===== src/inc/fan_ramp_map.svh =====
// Register offsets, field positions, reset values and timing counts of the fan ramp block
// Overview of operation
// [RULE1] Below low threshold, drive B: 0% or minimum
// [RULE2] Below low threshold, drive C: 0% or minimum
// [RULE3] Floor control register resets to all zeros
// [RULE4] Lock bit makes acoustic registers ignore writes
// [RULE5] Per-channel slowdown bit makes ramping four times slower
// [RULE6] Three-bit code sets local channel ramp rate
// [RULE7] Local-channel changes step gradually, never jump
// [RULE8] Codes give increments 1,2,3,4,8,12,24,48 per slot
// [RULE9] Slow timebase stretches full ramp to 52.2 s
// [RULE10] Each update moves duty at most one increment
`ifndef FAN_RAMP_MAP_SVH
`define FAN_RAMP_MAP_SVH

// Register indices; byte address is four times the index
`define FLOOR_CTRL_INDEX   8'h62
`define CONFIG6_INDEX      8'h10
`define LOCAL_RAMP_INDEX   8'h63
`define GLOBAL_CFG_INDEX   8'h40
`define DUTY_STATUS_INDEX  8'h70

// Reset values
`define FLOOR_CTRL_RESET   8'h00
`define CONFIG6_RESET      8'h00
`define LOCAL_RAMP_RESET   8'h00
`define GLOBAL_CFG_RESET   8'h00

// Field positions
`define CHAN_B_FLOOR_BIT   6
`define CHAN_C_FLOOR_BIT   7
`define SLOW_TIMEBASE_BIT  7
`define CHAN_B_SLOW_BIT    1
`define CHAN_C_SLOW_BIT    2
`define LOCK_BIT           1
`define SLOWDOWN_LAST      2'h3

// Duty increments per slot for codes 000 to 111
`define RATE_INC_0         8'h01
`define RATE_INC_1         8'h02
`define RATE_INC_2         8'h03
`define RATE_INC_3         8'h04
`define RATE_INC_4         8'h08
`define RATE_INC_5         8'h0C
`define RATE_INC_6         8'h18
`define RATE_INC_7         8'h30

// Timing: full 0 to 100 percent ramp at one step per slot
`define CLK_PERIOD_NS      4
`define FULL_RAMP_MS       37500
`define FULL_RAMP_SLOW_MS  52200
`define DUTY_FULL_SCALE    255
`define SLOT_CYCLES_CALC ((64'd`FULL_RAMP_MS * 64'd1000000) / \
  (64'd`CLK_PERIOD_NS * 64'd`DUTY_FULL_SCALE))
`define SLOT_SLOW_CYCLES_CALC ((64'd`FULL_RAMP_SLOW_MS * 64'd1000000) / \
  (64'd`CLK_PERIOD_NS * 64'd`DUTY_FULL_SCALE))

`endif


===== src/inc/fan_ramp_pkg.sv =====
// Types shared by the fan ramp block
package fan_ramp_pkg;
  typedef enum logic [0:0] {
    BUS_IDLE  = 1'b0,
    BUS_WRITE = 1'b1
  } bus_state_type;
  typedef logic [7:0] duty_type;
  typedef logic [2:0] rate_code_type;
endpackage


===== src/rtl/fan_ramp_and_floor_control.sv =====
// Fan drive floor selection and local-channel ramp limiting with an AHB-Lite register slave
`timescale 1ns/1ps
`include "fan_ramp_map.svh"

module fan_ramp_and_floor_control
  import fan_ramp_pkg::*;
#(
  parameter logic [31:0] SLOT_CYCLES      = 32'(`SLOT_CYCLES_CALC),
  parameter logic [31:0] SLOT_SLOW_CYCLES = 32'(`SLOT_SLOW_CYCLES_CALC)
) (
  input  wire logic        hclk,
  input  wire logic        hresetn,
  input  wire logic        clk_en,
  input  wire logic        hsel,
  input  wire logic [31:0] haddr,
  input  wire logic [1:0]  htrans,
  input  wire logic        hwrite,
  input  wire logic [2:0]  hsize,
  input  wire logic [31:0] hwdata,
  input  wire logic        hready,
  output logic      [31:0] hrdata,
  output logic             hreadyout,
  output logic             hresp,
  input  wire logic        auto_mode,
  input  wire logic        below_low_b,
  input  wire logic        below_low_c,
  input  wire logic [7:0]  target_duty_b,
  input  wire logic [7:0]  target_duty_c,
  input  wire logic [7:0]  min_duty_b,
  input  wire logic [7:0]  min_duty_c,
  input  wire logic        local_src_b,
  input  wire logic        local_src_c,
  output logic      [7:0]  fan_drive_b,
  output logic      [7:0]  fan_drive_c
);

  // Increment per slot for a ramp code
  function automatic duty_type rate_increment(input rate_code_type code);
    duty_type inc;
    case (code)
      3'h0: inc = `RATE_INC_0; // RULE8
      3'h1: inc = `RATE_INC_1;
      3'h2: inc = `RATE_INC_2;
      3'h3: inc = `RATE_INC_3;
      3'h4: inc = `RATE_INC_4;
      3'h5: inc = `RATE_INC_5;
      3'h6: inc = `RATE_INC_6;
      default: inc = `RATE_INC_7;
    endcase
    return inc;
  endfunction

  // Word address match against a register index
  function automatic logic reg_hit(input logic [31:0] addr, input logic [7:0] index);
    return (addr == {22'h000000, index, 2'b00});
  endfunction

  // Register and bus state
  bus_state_type bus_state;
  bus_state_type next_bus_state;
  logic [31:0]   write_addr;
  logic [31:0]   next_write_addr;
  logic [31:0]   next_hrdata;
  logic [7:0]    floor_ctrl;
  logic [7:0]    next_floor_ctrl;
  logic [7:0]    config6;
  logic [7:0]    next_config6;
  logic [7:0]    local_ramp;
  logic [7:0]    next_local_ramp;
  logic [7:0]    global_cfg;
  logic [7:0]    next_global_cfg;
  logic          lock;
  logic          addr_phase;

  // Slot timebase
  logic [31:0]   slot_count;
  logic [31:0]   next_slot_count;
  logic [31:0]   slot_limit;
  logic          slot_tick;

  // Per-channel views
  logic [7:0]    chan_target [2];
  logic [7:0]    chan_min [2];
  logic          chan_below [2];
  logic          chan_local [2];
  logic          chan_floor_sel [2];
  logic          chan_slow [2];
  logic [7:0]    chan_duty [2];
  duty_type      step_inc;

  assign lock = global_cfg[`LOCK_BIT];
  assign addr_phase = hsel && htrans[1] && hready;
  assign step_inc = rate_increment(local_ramp[2:0]); // RULE6

  // Channel B and C inputs and control bits
  assign chan_target[0] = target_duty_b;
  assign chan_target[1] = target_duty_c;
  assign chan_min[0] = min_duty_b;
  assign chan_min[1] = min_duty_c;
  assign chan_below[0] = below_low_b;
  assign chan_below[1] = below_low_c;
  assign chan_local[0] = local_src_b;
  assign chan_local[1] = local_src_c;
  assign chan_floor_sel[0] = floor_ctrl[`CHAN_B_FLOOR_BIT];
  assign chan_floor_sel[1] = floor_ctrl[`CHAN_C_FLOOR_BIT];
  assign chan_slow[0] = config6[`CHAN_B_SLOW_BIT];
  assign chan_slow[1] = config6[`CHAN_C_SLOW_BIT];

  // Bus next state: capture writes, return read data
  always_comb begin
    next_bus_state  = bus_state;
    next_write_addr = write_addr;
    next_hrdata     = hrdata;
    next_floor_ctrl = floor_ctrl;
    next_config6    = config6;
    next_local_ramp = local_ramp;
    next_global_cfg = global_cfg;
    case (bus_state)
      BUS_WRITE: begin
        if (lock) begin
          next_bus_state = BUS_IDLE; // RULE4
        end else if (reg_hit(write_addr, `FLOOR_CTRL_INDEX)) begin
          next_floor_ctrl = hwdata[7:0];
        end else if (reg_hit(write_addr, `CONFIG6_INDEX)) begin
          next_config6 = hwdata[7:0];
        end else if (reg_hit(write_addr, `LOCAL_RAMP_INDEX)) begin
          next_local_ramp = hwdata[7:0];
        end else if (reg_hit(write_addr, `GLOBAL_CFG_INDEX)) begin
          next_global_cfg = hwdata[7:0];
        end
        next_bus_state = BUS_IDLE;
      end
      default: begin
        next_bus_state = BUS_IDLE;
      end
    endcase
    if (addr_phase) begin
      next_hrdata = 32'h00000000;
      if (hwrite) begin
        next_bus_state  = BUS_WRITE;
        next_write_addr = haddr;
      end else if (reg_hit(haddr, `FLOOR_CTRL_INDEX)) begin
        next_hrdata = {24'h000000, floor_ctrl};
      end else if (reg_hit(haddr, `CONFIG6_INDEX)) begin
        next_hrdata = {24'h000000, config6};
      end else if (reg_hit(haddr, `LOCAL_RAMP_INDEX)) begin
        next_hrdata = {24'h000000, local_ramp};
      end else if (reg_hit(haddr, `GLOBAL_CFG_INDEX)) begin
        next_hrdata = {24'h000000, global_cfg};
      end else if (reg_hit(haddr, `DUTY_STATUS_INDEX)) begin
        next_hrdata = {16'h0000, chan_duty[1], chan_duty[0]};
      end
    end
  end

  // Bus and register flip-flops
  always_ff @(posedge hclk or negedge hresetn) begin
    if (!hresetn) begin
      bus_state  <= BUS_IDLE;
      write_addr <= 32'h00000000;
      hrdata     <= 32'h00000000;
      hreadyout  <= 1'b1;
      hresp      <= 1'b0;
      floor_ctrl <= `FLOOR_CTRL_RESET; // RULE3
      config6    <= `CONFIG6_RESET;
      local_ramp <= `LOCAL_RAMP_RESET;
      global_cfg <= `GLOBAL_CFG_RESET;
    end else if (clk_en) begin
      bus_state  <= next_bus_state;
      write_addr <= next_write_addr;
      hrdata     <= next_hrdata;
      hreadyout  <= 1'b1;
      hresp      <= 1'b0;
      floor_ctrl <= next_floor_ctrl;
      config6    <= next_config6;
      local_ramp <= next_local_ramp;
      global_cfg <= next_global_cfg;
    end
  end

  // Slot timebase, normal or stretched
  always_comb begin
    slot_limit = config6[`SLOW_TIMEBASE_BIT] ? SLOT_SLOW_CYCLES : SLOT_CYCLES; // RULE9
    slot_tick  = (slot_count >= slot_limit - 32'h00000001);
    next_slot_count = slot_tick ? 32'h00000000 : slot_count + 32'h00000001;
  end

  // Slot counter register
  always_ff @(posedge hclk or negedge hresetn) begin
    if (!hresetn) begin
      slot_count <= 32'h00000000;
    end else if (clk_en) begin
      slot_count <= next_slot_count;
    end
  end

  // Per-channel floor selection and ramp stepping
  generate
    for (genvar ch = 0; ch < 2; ch++) begin : g_chan
      logic [1:0] slow_count;
      logic [1:0] next_slow_count;
      logic [7:0] goal;
      logic [7:0] diff;
      logic [7:0] next_duty;
      logic       step_now;

      // Goal, step enable and next duty
      always_comb begin
        goal = chan_target[ch];
        if (auto_mode && chan_below[ch]) begin
          goal = chan_floor_sel[ch] ? chan_min[ch] : 8'h00; // RULE1 RULE2
        end
        next_slow_count = slow_count;
        step_now = 1'b0;
        if (slot_tick) begin
          next_slow_count = slow_count + 2'h1;
          step_now = !chan_slow[ch] || (slow_count == `SLOWDOWN_LAST); // RULE5
        end
        next_duty = chan_duty[ch];
        diff = 8'h00;
        if (!chan_local[ch]) begin
          next_duty = goal;
        end else if (step_now && (chan_duty[ch] < goal)) begin
          diff = goal - chan_duty[ch];
          next_duty = chan_duty[ch] + ((diff < step_inc) ? diff : step_inc); // RULE7 RULE10
        end else if (step_now && (chan_duty[ch] > goal)) begin
          diff = chan_duty[ch] - goal;
          next_duty = chan_duty[ch] - ((diff < step_inc) ? diff : step_inc); // RULE7 RULE10
        end
      end

      // Channel duty and slowdown counter registers
      always_ff @(posedge hclk or negedge hresetn) begin
        if (!hresetn) begin
          slow_count    <= 2'h0;
          chan_duty[ch] <= 8'h00;
        end else if (clk_en) begin
          slow_count    <= next_slow_count;
          chan_duty[ch] <= next_duty;
        end
      end
    end
  endgenerate

  // Drive outputs straight from the duty flip-flops
  assign fan_drive_b = chan_duty[0];
  assign fan_drive_c = chan_duty[1];

endmodule


===== config.mk =====
export PLATFORM = sky130hd
export DESIGN_NAME = fan_ramp_and_floor_control
export DESIGN_NICKNAME = d
export VERILOG_FILES = /design/src/inc/fan_ramp_pkg.sv /design/src/rtl/fan_ramp_and_floor_control.sv
export VERILOG_INCLUDE_DIRS = /design/src /design/src/inc
export SDC_FILE = /design/constraint.sdc
export NUM_CORES = 1
export LEC_CHECK = 0
export BUFFER_PORTS_ARGS = -buffer_cell sky130_fd_sc_hd__buf_2
export CAP_MARGIN = 15
export CORE_ASPECT_RATIO = 1.1
export CORE_UTILIZATION = 62
export CTS_CLUSTER_DIAMETER = 50
export DETAILED_ROUTE_END_ITERATION = 8
export PLACE_DENSITY_LB_ADDON = 0.08
export SLEW_MARGIN = 5
export SYNTH_ARGS = -nofsm -noshare
export SYNTH_HDL_FRONTEND = slang
export SYNTH_SLANG_ARGS = --single-unit

===== constraint.sdc =====
create_clock -name hclk -period 9.08 [get_ports hclk]
set_input_delay 0 -clock hclk [delete_from_list [all_inputs] [get_ports hclk]]
set_output_delay 0 -clock hclk [all_outputs]
set_load 0.01 [all_outputs]

==> results of run 1 <==
==> routing by layer <==
layer	track usage (%)	routed length [µm]	vias to the layer above
met3	4.87	914	52
met1	41.2	10600	4068
met5	0	0	-
li1	-	-	3961
met4	12.2	574	0
met2	56.5	13100	220
==> worst max-delay path: cells and delay by family, from the launching register on <==
kind / cells / cell delay [ns]
simple gates: 7 / 1.49
compound gates: 12 / 2.40
flops: 1 / 0.50
xor+xnor: 2 / 0.49
mux: 2 / 0.64
buf+inv: 2 / 0.17
fa+ha+maj: 4 / 1.10
==> stage by stage <==
| stage | cells | hold slack, ns |
|---|---|---|
| after floorplan | 1042 | -0.296 |
| after global placement | 1302 | 0.0963 |
| after detailed placement | 1302 | 0.0934 |
| after CTS | 1376 | 0.0105 |
| after global routing | 1376 | 0.0345 |
| final | 1376 | 0.0162 |
==> layout make-up <==
type / instances / area, µm²
clock buffers: 20 / 437
clock inverters: 12 / 155
fillers: 1057 / 3840
inverters: 60 / 225
multi-input cells: 793 / 5850
flip-flops and latches: 133 / 3330
well taps: 196 / 245
repair buffers: 162 / 1040
==> cell usage in the layout (no fill, tap or decap), types with 17 or more instances in the layout <==
cell,netlist,final
sky130_fd_sc_hd__clkbuf_16,0,17
sky130_fd_sc_hd__xor2_1,33,33
sky130_fd_sc_hd__and3_1,24,24
sky130_fd_sc_hd__xnor2_1,29,29
sky130_fd_sc_hd__nor2_1,86,86
sky130_fd_sc_hd__dfrtp_1,133,133
sky130_fd_sc_hd__mux2_2,67,67
sky130_fd_sc_hd__conb_1,2,18
sky130_fd_sc_hd__dlygate4sd3_1,0,42
sky130_fd_sc_hd__nand2_1,74,74
sky130_fd_sc_hd__a21oi_1,67,67
sky130_fd_sc_hd__nand3_1,26,26
sky130_fd_sc_hd__mux2i_1,25,25
sky130_fd_sc_hd__ha_1,78,78
sky130_fd_sc_hd__o21ai_0,33,33
sky130_fd_sc_hd__inv_1,60,60
sky130_fd_sc_hd__nor3_1,17,17
sky130_fd_sc_hd__buf_2,9,114
==> sequential cells by signal (all words and copies together), names as in the netlist <==
name	cells
slot_count	32
write_addr	32
hrdata	16
config6	8
fan_drive_b	8
fan_drive_c	8
floor_ctrl	8
global_cfg	8
local_ramp	8
g_chan.slow_count	4
bus_state	1
==> final timing paths <==
| check | end | from | depth (start not counted) | slack [ns] |
|---|---|---|---|---|
| worst max-delay path | fan_drive_b[7] | floor_ctrl[6] | 29 | 2.15 |
| worst min-delay path | fan_drive_c[7] | target_duty_c[7] | 4 | 0.02 |
| worst max register to register | fan_drive_b[7] | floor_ctrl[6] | 29 | 2.15 |
| worst min register to register | g_chan[0].slow_count[0] | g_chan[0].slow_count[0] | 1 | 0.48 |
| max in group asynchronous | g_chan[1].slow_count[1] | hresetn | 3 | 7.76 |
| min in group asynchronous | write_addr[31] | hresetn | 2 | 0.17 |
==> power by group through the flow <==
stage	Clock, mW	Sequential, mW	Combinational, mW
3_5_place_dp	0	0.788	1.72
4_1_cts	0.705	0.780	1.75
3_3_place_gp	0	0.787	1.68
2_1_floorplan	0	0.763	1.36
5_1_grt	0.725	0.796	1.97
6_report	0.696	0.786	1.77
==> kinds of logic after synthesis <==
group	synth area share [%]
compound gates	15.7
xor+xnor	5.63
fa+ha+maj	10.9
buf+inv	5.54
flops	34.5
mux	10.6
other cells	0.0778
simple gates	17.1
==> what timing repair did <==
item                      CTS  global route
hold endpoints to repair  149             0
resized for setup           0             0
hold buffers               42             0
==> impl_metrics.yaml, run 1 <==
layout:
  synthToLayoutAreaGrowth_pct: 16.9
  post-route-cell-area_um2: 11300
  insertedDiodeCount: 0
  design.final.nets: 1361
  layout_cells_sized_above_1_pct: 20.9
  finish.utilization_pct: 74.6
yosys:
  yosys.cell_count.top_type: "sky130_fd_sc_hd__dfrtp_1"
  yosysWarningCount: 0
  synthArstFlopShare_pct: 100
  ys_top_cells_by_count: "sky130_fd_sc_hd__dfrtp_1, sky130_fd_sc_hd__nor2_1, sky130_fd_sc_hd__ha_1, sky130_fd_sc_hd__nand2_1"
  synth.distinct_cells: 78
  synth.ff_latch_count: 133
  syn_inst: 1026
  edff_count_synth: 0
  syn_avg_cell_area_um2: 9.40
  netlist_top_cells_area: "sky130_fd_sc_hd__dfrtp_1, sky130_fd_sc_hd__ha_1, sky130_fd_sc_hd__mux2_2"
  synth-main-ff-cell: "sky130_fd_sc_hd__dfrtp_1"
  netlist_area_um2: 9650
  synth_top_cell_by_area: "sky130_fd_sc_hd__dfrtp_1"
  synthDominantCellAreaShare_pct: 34.5
  sequential_share_of_the_synthesized_area_pct: 34.5
worst_setup_path:
  cp_max_fo: 13
  cpPeakStageDelay_ns: 0.60
  worst_ep_arrival_time_ns: 7.20
  required_ns: 9.36
  worstSetupPathType: "reg2reg"
  critical_path.startpoint_type: "flop"
  worstSetupEndpointType: "flop"
  cp_slowest_cell: "sky130_fd_sc_hd__nor4_4"
die:
  io-pin-count: 162
  die_w_um: 121
  initial_core_util_pct: 63.8
  design.die.area_um2: 16100
  die_y_um: 133
  core.rowCount: 47
  floorplan.core_area_um2: 15100
timing:
  slew_viol_final: 0
  finalSetupViolCount: 0
  timing_worst_slew_pin_value_ns: 0.831
  final.setup.worst_slack_ns: 2.15
  timing.final.hold_violations: 0
  grt_setup_unrepaired: "no"
  finalCritPeriodShare_pct: 76.3
  fin_setup_tns_ns: 0
  final.setup_skew_ns: 0.0102
  fmax_mhz: 144
  max_slew_margin_pct: 44.1
  layout_min_cycle_time_ns: 6.93
power:
  vdd_drop_max_mv: 0.215
  power_density_nw_per_um2: 288
  clock_power_share_pct: 21.4
  power_frac_seq_pct: 24.2
  p_switching_mw: 1.39
  power.leakage_nw: 5.43
  internal-power_mw: 1.87
  sw_frac_of_total_pct: 42.6
  report.power.total_mw: 3.25
  power.share.combinational_pct: 54.4
clock_network:
  tritoncts: "done"
  clkSlewWorstSetupHoldPaths_ns: 0.06
  cts.htree.levels: 4
  clock_insertion_delay_worst_skew_ns: 0.43
  number_of_clock_sinks: 133
  cts_made_buffers: 17
  cts-root-to-sink-buffers: 2
  clk_root_buffer_cell: "sky130_fd_sc_hd__clkbuf_16"
  cts.repair_timing.setup_buffer_count: 0
global_route:
  grt_usage_pct: 32.7
  globalRoute.totalOverflow: 0
  antenna_found_initial: 0
  wire_length_of_the_first_global_routing_pass_um: 40900
  grt_pass1_vias: 8205
  grt_start_max_net_pins: 86
placement:
  globalplace.congestion: 0.889
  placed_instance_area_um2: 10300
  pre_cts_slack_ns: 2.18
  port-buffer-count: 115
  detailed_place_hpwl_um: 17200
detailed_routing:
  drt_iter0_markers: 660
  route.detailed.drc: 0
  postRouteWirelength_um: 25100
  drt_pre_antenna_iters: 5
  routed_wire_length_per_instance_um: 18.3
  drtAntennaViolNets: 0
  via_count_of_the_routed_design: 8301
  viasPerCell: 6.03
hold_path:
  worst_hold_path_type: "in2reg"
flow_run:
  max_cap_violations: 0
outcome:
  run_status: "finished, final reports clean"
No activity file was read; power rests on OpenSTA's default activity.
==> inputs of run 2 (changes only) <==
Settings changed: CORE_UTILIZATION 62 to 52.
Clock period 9.08 ns to 5.89 ns, I/O delays scaled along.
==> run 2 against run 1 <==
Net effect: total power grew 78%; combinational power grew 94%; fmax grew 20%; critical path type unchanged; critical endpoint unchanged; largest cell class unchanged; largest power group unchanged.
==> impl_metrics.yaml, run 2 (same netlist as run 1, synthesis figures left out) <==
worst_setup_path:
  cp_slowest_cell: "sky130_fd_sc_hd__dfrtp_2"
  critical_path.startpoint_type: "flop"
  critical_path.top_delay_family: "compound AO/OA/AOI/OAI gates"
  required_ns: 6.16
  worstSetupEndpointType: "flop"
  worstSetupPathType: "reg2reg"
  cp_max_fo: 4
  critPathBufInv: 3
  cpMostUsedCell: "sky130_fd_sc_hd__ha_4"
  cpPeakStageDelay_ns: 0.44
  worst_ep_arrival_time_ns: 6.03
layout:
  finish.utilization_pct: 68.0
  fill_cells: 1440
  design.final.nets: 1432
  layout_cells_sized_above_1_pct: 28.5
  highest_count_cells_in_the_layout_ignoring_fill_and_taps: "sky130_fd_sc_hd__dfrtp_1, sky130_fd_sc_hd__buf_2, sky130_fd_sc_hd__nor2_1"
  synthToLayoutAreaGrowth_pct: 26.3
  insertedDiodeCount: 0
  layout_top_registers: "slot_count: 32 flops, write_addr: 32 flops, hrdata: 16 flops"
  most_common_library_cell_in_the_layout_ignoring_fill_and_taps: "sky130_fd_sc_hd__dfrtp_1"
global_route:
  grt_usage_pct: 27.5
  grt_pass1_vias: 8214
  wire_length_of_the_first_global_routing_pass_um: 41300
  antenna_found_initial: 0
  globalRoute.totalOverflow: 0
  grt_start_max_net_pins: 74
clock_network:
  number_of_clock_sinks: 133
  clock_insertion_delay_worst_skew_ns: 0.43
  cts_made_buffers: 17
  clkSlewWorstSetupHoldPaths_ns: 0.07
  cts.htree.levels: 4
  cts-root-to-sink-buffers: 2
  clk_root_buffer_cell: "sky130_fd_sc_hd__clkbuf_16"
  tritoncts: "done"
timing:
  final.setup.worst_slack_ns: 0.127
  slew_viol_final: 0
  grt_setup_unrepaired: "yes"
  finalSetupViolCount: 0
  timing_worst_slew_pin_value_ns: 0.796
  layout_min_cycle_time_ns: 5.76
  fmax_mhz: 174
  timing.final.hold_violations: 0
  hold_slack_ns: 0.0203
  finalCritPeriodShare_pct: 97.8
  max_slew_margin_pct: 47.0
  fin_setup_tns_ns: 0
  final.setup_skew_ns: 0.0239
detailed_routing:
  viasPerCell: 5.62
  postRouteWirelength_um: 25800
  drt_iter0_markers: 452
  routed_wire_length_per_instance_um: 17.3
  via_count_of_the_routed_design: 8363
  drt_pre_antenna_iters: 7
  drtAntennaViolNets: 0
  route.detailed.drc: 0
flow_run:
  max_cap_violations: 0
die:
  core.rowCount: 51
  initial_core_util_pct: 53.8
  design.die.area_um2: 19100
  die_y_um: 145
  floorplan.core_area_um2: 17900
  die_w_um: 132
  io-pin-count: 162
power:
  report.power.total_mw: 5.78
  vdd_drop_max_mv: 0.229
  power.leakage_nw: 5.86
  power_density_nw_per_um2: 474
hold_path:
  worst_hold_path_type: "in2reg"
placement:
  port-buffer-count: 115
  pre_cts_slack_ns: -0.189
  globalplace.congestion: 0.859
  detailed_place_hpwl_um: 18600
outcome:
  run_status: "finished, final reports clean"
run 2: cell types whose count changed in the layout (fill, tap and decap cells not counted), sizes merged:
cell and delta:
dlygate4sd3 +1, clkinv -4, inv +6, bufinv +1, clkbuf -2, clkinvlp -1
buf +70
run 2: worst paths after layout:
| check | start | cells after the start | to | slack (ns) |
|---|---|---|---|---|
| max | floor_ctrl[6] | 29 | fan_drive_b[7] | 0.13 |
| min | local_src_b | 3 | fan_drive_b[2] | 0.02 |
| max reg2reg | floor_ctrl[6] | 29 | fan_drive_b[7] | 0.13 |
| min reg2reg | g_chan[1].slow_count[0] | 1 | g_chan[1].slow_count[0] | 0.48 |
| max in group asynchronous | hresetn | 3 | floor_ctrl[7] | 4.40 |
| min in group asynchronous | hresetn | 2 | write_addr[28] | 0.16 |
run 2: final cells by class:
class                   instances  area [µm²]  share of cell area (%)
clock inverters                14         211                    1.73
clock buffers                  18         439                    3.60
repair buffers                233        1590                    13.0
inverters                      60         225                    1.85
flip-flops and latches        133        3330                    27.3
multi-input cells             793        6100                    50.0
well taps                     238         298                    2.44
run 2: where the power goes:
group	internal, mW	total (mW)	leakage (nW)	switching (mW)
sequential	1.03	1.16	1.74	0.131
clock	0.734	1.18	0.316	0.445
combinational	1.65	3.44	3.80	1.79
run 2: through the flow:
step | cell area, µm² | cells
after floorplan | 9710 | 1042
after global placement | 10700 | 1397
after detailed placement | 10700 | 1397
after CTS | 11900 | 1478
after global routing | 12200 | 1489
final | 12200 | 1489
run 2: worst register-to-register path, delay by kind of cell, from the launching register on:
family / cells / cell delay [ns]
compound gates: 11 / 1.87
simple gates: 7 / 1.07
fa+ha+maj: 4 / 1.02
flops: 1 / 0.44
mux: 2 / 0.43
xor+xnor: 2 / 0.39
buf+inv: 3 / 0.39
run 2: metal layers:
metal	global-route usage [%]	vias to the layer above	wire length, µm
met5	0	-	0
met4	6.92	0	314
met3	3.66	27	915
met2	49.0	185	13200
met1	35.2	4051	11400
li1	-	4100	-
run 2: repair_timing:
item | in CTS | in global routing
buffers inserted | 6 | 12
pin swaps | 7 | 37
resized for setup | 4 | 45
setup endpoints to repair | 2 | 7
hold buffers | 43 | 0
hold endpoints to repair | 139 | 0
